[src/design/bcs_pkg.sv]
package bcs_pkg;

   // ----------------------------------------
   // Timing
   // ----------------------------------------
   localparam int CLK_HZ = 50_000_000;
   localparam int TIMEOUT_SEC = 175;
   localparam longint TIMEOUT_CYC = longint'(TIMEOUT_SEC) * longint'(CLK_HZ);
   localparam int PRE_DIV = 4;

   // ----------------------------------------
   // Register map
   // ----------------------------------------
   localparam logic [3:0] ADDR_CONTROL = 4'h0;
   localparam logic [3:0] ADDR_STATUS = 4'h4;
   localparam logic [3:0] ADDR_CHARGER = 4'h8;
   localparam logic [3:0] ADDR_CHGVOLT = 4'hc;
   localparam int CTL_HOLD = 0;
   localparam int CTL_CLEAR = 1;
   localparam int CTL_CALGO = 2;
   localparam int CTL_CALRST = 3;
   localparam int CTL_ALARM = 4;
   localparam int CTL_CHGCUR = 5;
   localparam logic [31:0] CONTROL_RESET = 32'h0000_0000;

   // ----------------------------------------
   // Thermal codes and modes
   // ----------------------------------------
   typedef enum logic [2:0] {
      TH_UNDER = 3'h0,
      TH_COLD = 3'h1,
      TH_IDEAL = 3'h2,
      TH_HOT = 3'h3,
      TH_OVER = 3'h4
   } thermal_e;

   typedef enum logic [5:0] {
      ST_RESET = 6'h01,
      ST_WAKE = 6'h02,
      ST_PRECOND = 6'h04,
      ST_BULK = 6'h08,
      ST_OFF = 6'h10,
      ST_CAL = 6'h20
   } chg_state_e;

   typedef struct packed {
      logic supplyOk;
      logic aboveUvlo;
      logic shutdownPin;
      logic leadAcid;
      logic aboveBulk;
      logic overVolt;
      logic calCutoff;
   } sense_s;

endpackage

[src/design/backup_charge_state_sequencer.sv]
`timescale 1ns/10ps
`default_nettype none
// What this block does
// Wake-up charges at fixed precondition current
// Wake-up timer equals SMBus timeout period
// Wake-up starts when cool, supplied, unprogrammed
// Wake timeout when cold goes off, no fault
// Hot code stops charge, goes off
// Over-range or supply loss goes to reset
// Nonzero current and voltage enter preconditioning
// Alarm lockout stops charge, goes off
// Hold stops charge, timers keep running
// Calibration go bit enters calibration state
// Zero value or clear bit goes off
// Battery writes one pair for preconditioning
// Bulk above threshold, quarter timer expiry off
// Bulk needs rewrite every timeout period
// Off blocks charge, restarts on good values
// Lead-acid starts bulk, status low, untimed
// Lead-acid charges only supplied, ideal, unheld
// Overvoltage pauses switching without fault
// Lead-acid hot halts charge, sets fault
// Lead-acid cold halts charge, no fault; over-range means absent
// Shutdown pin or hold stops charging
// Host starts calibration by go bit
// Cutoff sets complete, clears active, charges
// Reset starts in reset, timers cleared
module backup_charge_state_sequencer
   import bcs_pkg::*;
#(
   parameter longint TIMEOUT_CYCLES = TIMEOUT_CYC
) (
   input wire logic clk_sys,
   input wire logic rstn,
   input wire logic wb_cyc_i,
   input wire logic wb_stb_i,
   input wire logic wb_we_i,
   input wire logic [3:0] wb_adr_i,
   input wire logic [3:0] wb_sel_i,
   input wire logic [31:0] wb_dat_i,
   output logic [31:0] wb_dat_o,
   output logic wb_ack_o,
   input wire logic [2:0] thermal_safety_code,
   input wire sense_s sense,
   output logic precondCurrentOn,
   output logic bulkCurrentOn,
   output logic pwmRun,
   output logic calCurrentOn,
   output logic charging_status_out,
   output logic charge_fault_out,
   output logic charge_fault_flag
);

   // ----------------------------------------
   // Bus slave and control registers
   // ----------------------------------------
   chg_state_e state;
   chg_state_e next_state;
   logic [31:0] control;
   logic [15:0] chgVolt;
   logic [15:0] chgCur;
   logic pairWrite;
   logic zeroWrite;
   logic calActive;
   logic calComplete;
   logic alarmInhibited;
   logic [39:0] timer;
   logic wbHit;
   logic wrCtl;
   logic wrVolt;

   assign wbHit = wb_cyc_i && wb_stb_i && !wb_ack_o;
   assign wrCtl = wbHit && wb_we_i && wb_adr_i == ADDR_CONTROL;
   assign wrVolt = wbHit && wb_we_i && wb_adr_i == ADDR_CHGVOLT;

   always_ff @(posedge clk_sys) begin
      if (!rstn) begin
         wb_ack_o <= 1'b0;
      end else begin
         wb_ack_o <= wbHit;
      end
   end

   always_ff @(posedge clk_sys) begin
      if (!rstn) begin
         wb_dat_o <= 32'h0000_0000;
      end else if (wbHit && !wb_we_i) begin
         case (wb_adr_i)
            ADDR_CONTROL: wb_dat_o <= control;
            ADDR_STATUS: wb_dat_o <= {24'h00_0000, 2'h0, state};
            ADDR_CHARGER: wb_dat_o <= {28'h000_0000, alarmInhibited, calComplete,
                                       calActive, charge_fault_flag};
            ADDR_CHGVOLT: wb_dat_o <= 32'h0000_0000;
            default: wb_dat_o <= 32'h0000_0000;
         endcase
      end
   end

   // Control: hold, clear, calibration go, calibration reset, alarm, current word.
   always_ff @(posedge clk_sys) begin
      if (!rstn) begin
         control <= CONTROL_RESET;
      end else if (wrCtl && wb_sel_i[0]) begin
         control <= {control[31:8], wb_dat_i[7:0]};
      end else begin
         control[CTL_CLEAR] <= 1'b0;
         control[CTL_CALGO] <= 1'b0;
         control[CTL_CALRST] <= 1'b0;
         control[CTL_ALARM] <= 1'b0;
      end
   end

   // Charging voltage and current values are written together with one access.
   always_ff @(posedge clk_sys) begin
      if (!rstn) begin
         chgVolt <= 16'h0000;
         chgCur <= 16'h0000;
         pairWrite <= 1'b0;
         zeroWrite <= 1'b0;
      end else begin
         pairWrite <= wrVolt && wb_dat_i[15:0] != 16'h0000 && wb_dat_i[31:16] != 16'h0000;
         zeroWrite <= wrVolt && (wb_dat_i[15:0] == 16'h0000 || wb_dat_i[31:16] == 16'h0000);
         if (wrVolt && &wb_sel_i) begin
            chgVolt <= wb_dat_i[15:0];
            chgCur <= wb_dat_i[31:16];
         end else if (state != ST_RESET && next_state == ST_RESET) begin
            chgVolt <= 16'h0000;
            chgCur <= 16'h0000;
         end
      end
   end

   // ----------------------------------------
   // Charge state machine
   // ----------------------------------------
   logic coolOk;
   logic supplyGood;
   logic valuesSet;
   logic timerDone;
   logic holdCharge;
   logic [39:0] preLimit;

   assign coolOk = thermal_safety_code == TH_COLD || thermal_safety_code == TH_IDEAL ||
                   thermal_safety_code == TH_UNDER;
   assign supplyGood = sense.supplyOk && sense.aboveUvlo && !sense.shutdownPin;
   assign valuesSet = chgVolt != 16'h0000 && chgCur != 16'h0000;
   assign preLimit = 40'(TIMEOUT_CYCLES / PRE_DIV);
   assign timerDone = (state == ST_PRECOND) ? (timer >= preLimit)
                                             : (timer >= 40'(TIMEOUT_CYCLES));
   assign holdCharge = control[CTL_HOLD] || sense.shutdownPin;

   always_comb begin
      next_state = state;
      case (state)
         ST_RESET: begin
            if (supplyGood && thermal_safety_code != TH_OVER && !sense.leadAcid) begin
               if (control[CTL_CALGO] && !charge_fault_flag) begin
                  next_state = ST_CAL;
               end else if (coolOk && !valuesSet) begin
                  next_state = ST_WAKE;
               end else if (coolOk) begin
                  next_state = ST_PRECOND;
               end
            end
         end
         ST_WAKE, ST_PRECOND, ST_BULK: begin
            if (!supplyGood || thermal_safety_code == TH_OVER) begin
               next_state = ST_RESET;
            end else if (control[CTL_CALGO]) begin
               next_state = ST_CAL;
            end else if (thermal_safety_code == TH_HOT) begin
               next_state = ST_OFF;
            end else if (control[CTL_ALARM]) begin
               next_state = ST_OFF;
            end else if (zeroWrite || control[CTL_CLEAR]) begin
               next_state = ST_OFF;
            end else if (state == ST_WAKE && pairWrite) begin
               next_state = ST_PRECOND;
            end else if (state == ST_PRECOND && sense.aboveBulk) begin
               next_state = ST_BULK;
            end else if (timerDone) begin
               next_state = ST_OFF;
            end
         end
         ST_OFF: begin
            if (thermal_safety_code == TH_OVER || !supplyGood) begin
               next_state = ST_RESET;
            end else if (control[CTL_CALGO]) begin
               next_state = ST_CAL;
            end else if (pairWrite && coolOk && !control[CTL_HOLD]) begin
               next_state = ST_PRECOND;
            end
         end
         ST_CAL: begin
            if (!supplyGood || thermal_safety_code == TH_OVER) begin
               next_state = ST_RESET;
            end else if (sense.calCutoff) begin
               next_state = ST_WAKE;
            end
         end
         default: next_state = ST_RESET;
      endcase
   end

   always_ff @(posedge clk_sys) begin
      if (!rstn) begin
         state <= ST_RESET;
      end else begin
         state <= next_state;
      end
   end

   // Timer restarts on every state change and on each pair write in bulk.
   always_ff @(posedge clk_sys) begin
      if (!rstn) begin
         timer <= 40'h00_0000_0000;
      end else if (next_state != state || (state == ST_BULK && pairWrite)) begin
         timer <= 40'h00_0000_0000;
      end else if (state == ST_WAKE || state == ST_PRECOND || state == ST_BULK) begin
         timer <= timer + 40'h00_0000_0001;
      end
   end

   // ----------------------------------------
   // Calibration and status flags
   // ----------------------------------------
   always_ff @(posedge clk_sys) begin
      if (!rstn) begin
         calActive <= 1'b0;
         calComplete <= 1'b0;
      end else begin
         calActive <= next_state == ST_CAL;
         if (state == ST_CAL && sense.calCutoff) begin
            calComplete <= 1'b1;
         end else if (control[CTL_CALRST] || next_state == ST_CAL && state != ST_CAL) begin
            calComplete <= 1'b0;
         end
      end
   end

   always_ff @(posedge clk_sys) begin
      if (!rstn) begin
         alarmInhibited <= 1'b0;
      end else if (control[CTL_ALARM] && (state == ST_WAKE || state == ST_PRECOND ||
                                           state == ST_BULK)) begin
         alarmInhibited <= 1'b1;
      end else if (next_state == ST_RESET || pairWrite) begin
         alarmInhibited <= 1'b0;
      end
   end

   // ----------------------------------------
   // Charge outputs
   // ----------------------------------------
   logic leadActive;
   logic hotFault;

   assign leadActive = sense.leadAcid && supplyGood && thermal_safety_code == TH_IDEAL &&
                       !holdCharge;
   assign hotFault = sense.leadAcid && supplyGood && thermal_safety_code == TH_HOT;

   always_ff @(posedge clk_sys) begin
      if (!rstn) begin
         precondCurrentOn <= 1'b0;
         bulkCurrentOn <= 1'b0;
         pwmRun <= 1'b0;
         calCurrentOn <= 1'b0;
      end else begin
         precondCurrentOn <= !sense.leadAcid && !holdCharge &&
                             (next_state == ST_WAKE || next_state == ST_PRECOND);
         bulkCurrentOn <= (!sense.leadAcid && !holdCharge && next_state == ST_BULK) ||
                          leadActive;
         pwmRun <= !sense.overVolt;
         calCurrentOn <= next_state == ST_CAL;
      end
   end

   // Lead-acid status: low while a cycle runs; hot fault leaves it alone.
   always_ff @(posedge clk_sys) begin
      if (!rstn) begin
         charging_status_out <= 1'b1;
         charge_fault_out <= 1'b1;
         charge_fault_flag <= 1'b0;
      end else begin
         if (leadActive) begin
            charging_status_out <= 1'b0;
         end else if (!sense.leadAcid || !supplyGood ||
                      thermal_safety_code == TH_OVER) begin
            charging_status_out <= 1'b1;
         end
         charge_fault_out <= !hotFault;
         charge_fault_flag <= hotFault;
      end
   end
endmodule
`default_nettype wire

[config.mk]
export PLATFORM = sky130hd
export DESIGN_NAME = backup_charge_state_sequencer
export DESIGN_NICKNAME = d
export VERILOG_FILES = /design/src/design/bcs_pkg.sv /design/src/design/backup_charge_state_sequencer.sv
export SDC_FILE = /design/constraint.sdc
export NUM_CORES = 1
export LEC_CHECK = 0
export BUFFER_PORTS_ARGS = -buffer_cell sky130_fd_sc_hd__buf_2
export CAP_MARGIN = 20
export CORE_MARGIN = 3
export CORE_UTILIZATION = 50
export CTS_CLUSTER_DIAMETER = 200
export DETAILED_ROUTE_END_ITERATION = 12
export PLACE_DENSITY = 0.79
export SYNTH_ARGS = -nofsm -noshare
export SYNTH_HDL_FRONTEND = slang
export SYNTH_SLANG_ARGS = --single-unit
[constraint.sdc]
create_clock -name clk_sys -period 4.1 [get_ports clk_sys]
set_clock_uncertainty 0.2 [all_clocks]
set_input_delay 0.205 -clock clk_sys [delete_from_list [all_inputs] [get_ports clk_sys]]
set_output_delay 0.205 -clock clk_sys [all_outputs]
set_load 0.05 [all_outputs]
After elaboration in Yosys (flattened, before gate mapping) --
Cells that the tools add are included.
Cells by class: add/subtract/negate cells 1, order comparisons 2, eq/ne operators 22, muxes and demuxes 29, bitwise operators 1, reductions and logical operators 76
Operators by type and width (number):
- 6-bit 2-to-1 mux | 17
- 16-bit nonzero test | 4
- 16-bit 2-to-1 mux | 3
- 40-bit by 1-bit adder with 40-bit output (second input constant) | 1
- 40-bit by 32-bit greater-or-equal comparator with 1-bit output (second input constant) | 1
- 40-bit by 34-bit greater-or-equal comparator with 1-bit output (second input constant) | 1
- 1-bit logical AND | 34
- 16-bit zero test | 2
- 6-bit case mux with 4 select lines | 1
- 8-bit case mux with 3 select lines | 1
- 1-bit logical OR | 15
- 6-bit by 1-bit == test with 1-bit output (second input constant) | 2
- 6-bit by 2-bit == test with 1-bit output (second input constant) | 2
- 6-bit by 3-bit == test with 1-bit output (second input constant) | 2
- 6-bit by 4-bit == test with 1-bit output (second input constant) | 2
- 6-bit == test (second input constant) | 2
- 1-bit zero test | 11
- 4-bit == test (second input constant) | 2
- 2-bit nonzero test | 4
- 1-bit 2-to-1 mux | 7
- 3-bit by 2-bit == test with 1-bit output (second input constant) | 2
- 6-bit by 5-bit == test with 1-bit output (second input constant) | 1
- 6-bit by 1-bit inequality test with 1-bit output (second input constant) | 1
- 6-bit inequality test | 1
- other kinds (12) | 12
Word-level totals: register bits after elaboration 130, output and inout bits 40, logic and storage cells 150

Logic depth before layout (Yosys ltp) --
word-level depth 16, gate-level depth with buffers 11, gate-level depth less buffers 7

Least setup slack after synthesis --
Ideal clock, no wire load.
path type flip-flop to flip-flop, start point register state[3], end point register timer[1], setup time 0.063 ns, arrival time 2.889 ns, required time 3.837 ns, path slack 0.948 ns, stages on the path, launching flop included 11, period minus slack after synthesis 3.152 ns, cells stage by stage dfxtp_1 buf_6 or4_4 nor3_4 a31oi_1 or4_1 or4_1 buf_4 a211o_4 buf_6 nor2_2
On the way: word-level cells in the longest chain between the ends 14, elaborated cells on any way between the ends 34, those cells by class eq/ne: 7; mux: 19; reduce/logical: 8
Ends and longest elaborated chain:
- start, declared | RTL line backup_charge_state_sequencer.sv:57 | chg_state_e state;
- start signal, assigned | RTL line backup_charge_state_sequencer.sv:209 | state <= next_state;
- 6-bit by 3-bit == test with 1-bit output
- 1-bit 2-to-1 mux | RTL line backup_charge_state_sequencer.sv:148 | assign timerDone = (state == ST_PRECOND) ? (timer >= preLimit)
- 6-bit 2-to-1 mux | RTL line backup_charge_state_sequencer.sv:181 | end else if (timerDone) begin
- 6-bit 2-to-1 mux | RTL line backup_charge_state_sequencer.sv:179 | end else if (state == ST_PRECOND && sense.aboveBulk) begin
- 6-bit 2-to-1 mux | RTL line backup_charge_state_sequencer.sv:177 | end else if (state == ST_WAKE && pairWrite) begin
- 6-bit 2-to-1 mux | RTL line backup_charge_state_sequencer.sv:175 | end else if (zeroWrite || control[CTL_CLEAR]) begin
- 6-bit 2-to-1 mux | RTL line backup_charge_state_sequencer.sv:173 | end else if (control[CTL_ALARM]) begin
- 6-bit 2-to-1 mux | RTL line backup_charge_state_sequencer.sv:171 | end else if (thermal_safety_code == TH_HOT) begin
- 6-bit 2-to-1 mux | RTL line backup_charge_state_sequencer.sv:169 | end else if (control[CTL_CALGO]) begin
- 6-bit 2-to-1 mux | RTL line backup_charge_state_sequencer.sv:167 | if (!supplyGood || thermal_safety_code == TH_OVER) begin
- 6-bit case mux with 4 select lines | RTL line backup_charge_state_sequencer.sv:154 | case (state)
- 6-bit inequality test | RTL line backup_charge_state_sequencer.sv:217 | end else if (next_state != state || (state == ST_BULK && pairWrite)) begin
- 1-bit logical OR | RTL line backup_charge_state_sequencer.sv:217
- 2-bit OR reduction (no source line)
- end signal, assigned | RTL line backup_charge_state_sequencer.sv:220 | timer <= timer + 40'h00_0000_0001;
- end, declared | RTL line backup_charge_state_sequencer.sv:67 | logic [39:0] timer;
Several ways; a longest one is shown, not always the timed one. A chain may end at the register's enable or synchronous reset.

Final worst setup path --
start point register state[3], end point register timer[28]
Same word-level chain as after synthesis.

==> results.ini <==
[global_routing]
grt_pass1_wl_mm=24.2
grt_usage_pct=25.8
antenna_found_initial=0
grt_max_degree=52
grt_pass1_vias=4989
grt-ovfl-total=0

[routing]
totalWireLength_mm=14.8
antenna_left=0
wl_per_cell_um=16.8
drtIter0Drc=413
drc_errors=0
firstDrtPassIters=5
num_vias=5111
vias_per_cell=5.81

[layout]
areaGrowthSynthToFinish_pct=17.9
diodes=0
final_nets=800
design_area_mm2=0.00625
drive_above_1_share_pct=16.1
stdcell_count=880

[placed_design]
gp_congestion=0.942
post_dp_cell_area_mm2=0.00563
portBuffers=70
dp_hpwl_mm=9.99
placed_cells=823

[clock_tree]
root_buffer=clkbuf_8
clk_latency_ns=0.39
cts_tree=built
cts_num_sinks=106
clk_transition_reported_paths_ns=0.10
cts_buffers=9
post_cts_buffers=0
clk_path_buf_depth=2
htree_num_levels=3

[pwr]
irDropWorstVdd_v=0.000316
power_leakage_nw=2.31
p_per_area_mw_per_mm2=300

[setup_path]
r2r-start=state[3]
start_kind=flip-flop
reg2reg_slack_ns=0.59
r2r_cells=7
crit_type=flip-flop to flip-flop
endpoint_kind=flip-flop
r2r_end=timer[28]
cp.arrival_ns=3.63
path_max_fanout=31
worst_ep_required_time_ns=4.22

[min_path]
whs_endpoint=control[5]
min_from=wb_sel_i[0]
min_path_type=primary input to flip-flop
holdPathStages=4

[logic_synthesis]
syn_area_per_cell_um2=8.21
yosys.area.top_type=dfxtp_1
synth_top_flop_cell=dfxtp_1
synthArstFlopShare_pct=0
syn_inst=646
yosysSeqAreaShare_pct=40.0
synthTopCellsByCount=106 x dfxtp_1, 99 x nor2_1, 43 x nand2_1
yosysMostFrequentCell=dfxtp_1
yosys_register_bits=106
synth_area_leaders=dfxtp_1 40%, nor2_1 7.0%, a22oi_1 5.5%
yosysTopAreaCellShare_pct=40.0
yosys_warnings=0
synthesis.area_mm2=0.00531
synth_edf_count=0
ys_types=59

[floorplan]
ioPinCount=95
core_area_mm2=0.0100
rows=36
initial_core_util_pct=52.8
die_area_mm2=0.0119
die_w_um=109
die_h_um=109

[sta]
rsz0062_at_grt=no
tns_ns=0
maxSlewHeadroom_pct=41.4
setup_viol=0
max_freq_mhz=285
finalCritPeriodShare_pct=85.7
hold_violations=0
worstMarginPinSlew_ns=0.872
min_period_ns=3.51
timing.final.max_slew_violations=0

[job]
cap_violations=0

[run_status]
status=finished clean

[placed cells by master, fill, tap and decap left out, types with 3 or more instances in the layout]
cell type and count:
a2111oi_0 3, a211oi_1 3, a21oi_1 19, a22oi_1 39
a31oi_1 3, and2_1 8, and3_1 9, and3b_1 3
and4_1 4, buf_2 70, buf_4 7, clkbuf_8 11
conb_1 24, dfxtp_1 106, dlygate4sd3_1 42, inv_1 20
mux2i_1 6, nand2_1 43, nand2b_1 3, nand3_1 18
nand4_1 17, nor2_1 97, nor2_2 17, nor2b_1 5
nor3_1 20, nor4_1 34, o211ai_1 3, o21ai_0 15
o31ai_1 3, or2_2 4, or3_1 9, or4_1 10
xnor2_1 28, xor2_1 12
[metal layers]
metal	vias to the layer above	wire length, um	part of all wire, %	track usage, %
met5	-	0	0	0
met4	0	446	3.0	10.1
met3	43	969	6.6	6.93
met2	232	7490	51	45.3
met1	2387	5880	40	29.7
li1	2449	-	-	-
[how the worst max path moves through the flow]
| stage | startpoint | end | cells after the start |
|---|---|---|---|
| 4_1_cts | state[3] | timer[28] | 7 |
| 5_1_grt | thermal_safety_code[1] | timer[29] | 9 |
| 2_1_floorplan | state[3] | timer[1] | 10 |
| 3_5_place_dp | state[3] | timer[9] | 7 |
| 6_report | state[3] | timer[28] | 7 |
| 3_3_place_gp | state[3] | timer[21] | 7 |
[sequential cells by signal, summed over array words and instances, names as in the netlist, 6 cells and up]
name and count:
chgCur 16, chgVolt 16, control 8, state 6
timer 40, wb_dat_o 8
[report_power, final]
part | internal [mW] | switching (mW) | total [mW]
sequential | 1.03 | 0.00103 | 1.03
clock | 0.312 | 0.353 | 0.666
combinational | 0.0579 | 0.120 | 0.178
[final cells by class]
cell class	instances	area, um^2
clock inverters	4	51.3
multi-input cells	486	2860
flip-flops and latches	106	2120
inverters	21	78.8
clock buffers	11	151
well taps	133	166
fillers	843	3790
repair buffers	119	823
[logic make-up after synthesis]
family / share of synthesized area (%)
xor+xnor: 6.60
fa+ha+maj: 0.472
simple gates: 30.3
buf+inv: 7.80
mux: 1.13
other cells: 0.0707
flops: 40.0
compound gates: 13.6
[critical path, stage by stage (launching register included)]
cell and delay, ns:
dfxtp_1 0.42, or4_4 0.59, nor3_4 0.19, a31oi_1 0.12, or4_1 0.51, or4_1 0.67
a211o_4 0.54, nor2_1 0.17
[through the flow]
stage               total power [mW]  setup slack [ns]  util, %  hold WS (ns)
floorplan                       1.17             0.948        -        0.0774
global placement                1.20             0.713     56.1         0.163
detailed placement              1.20             0.628     56.1         0.168
CTS                             1.88             0.600     62.3        0.0182
global route                    1.95             0.423     62.3        0.0654
finish                          1.87             0.587     62.3        0.0524
[what timing repair did]
item | in CTS | in global routing
hold endpoints to repair | 51 | 0
hold buffers | 42 | 0
gates resized for setup | 0 | 0
(Power assumes the default switching activity.)
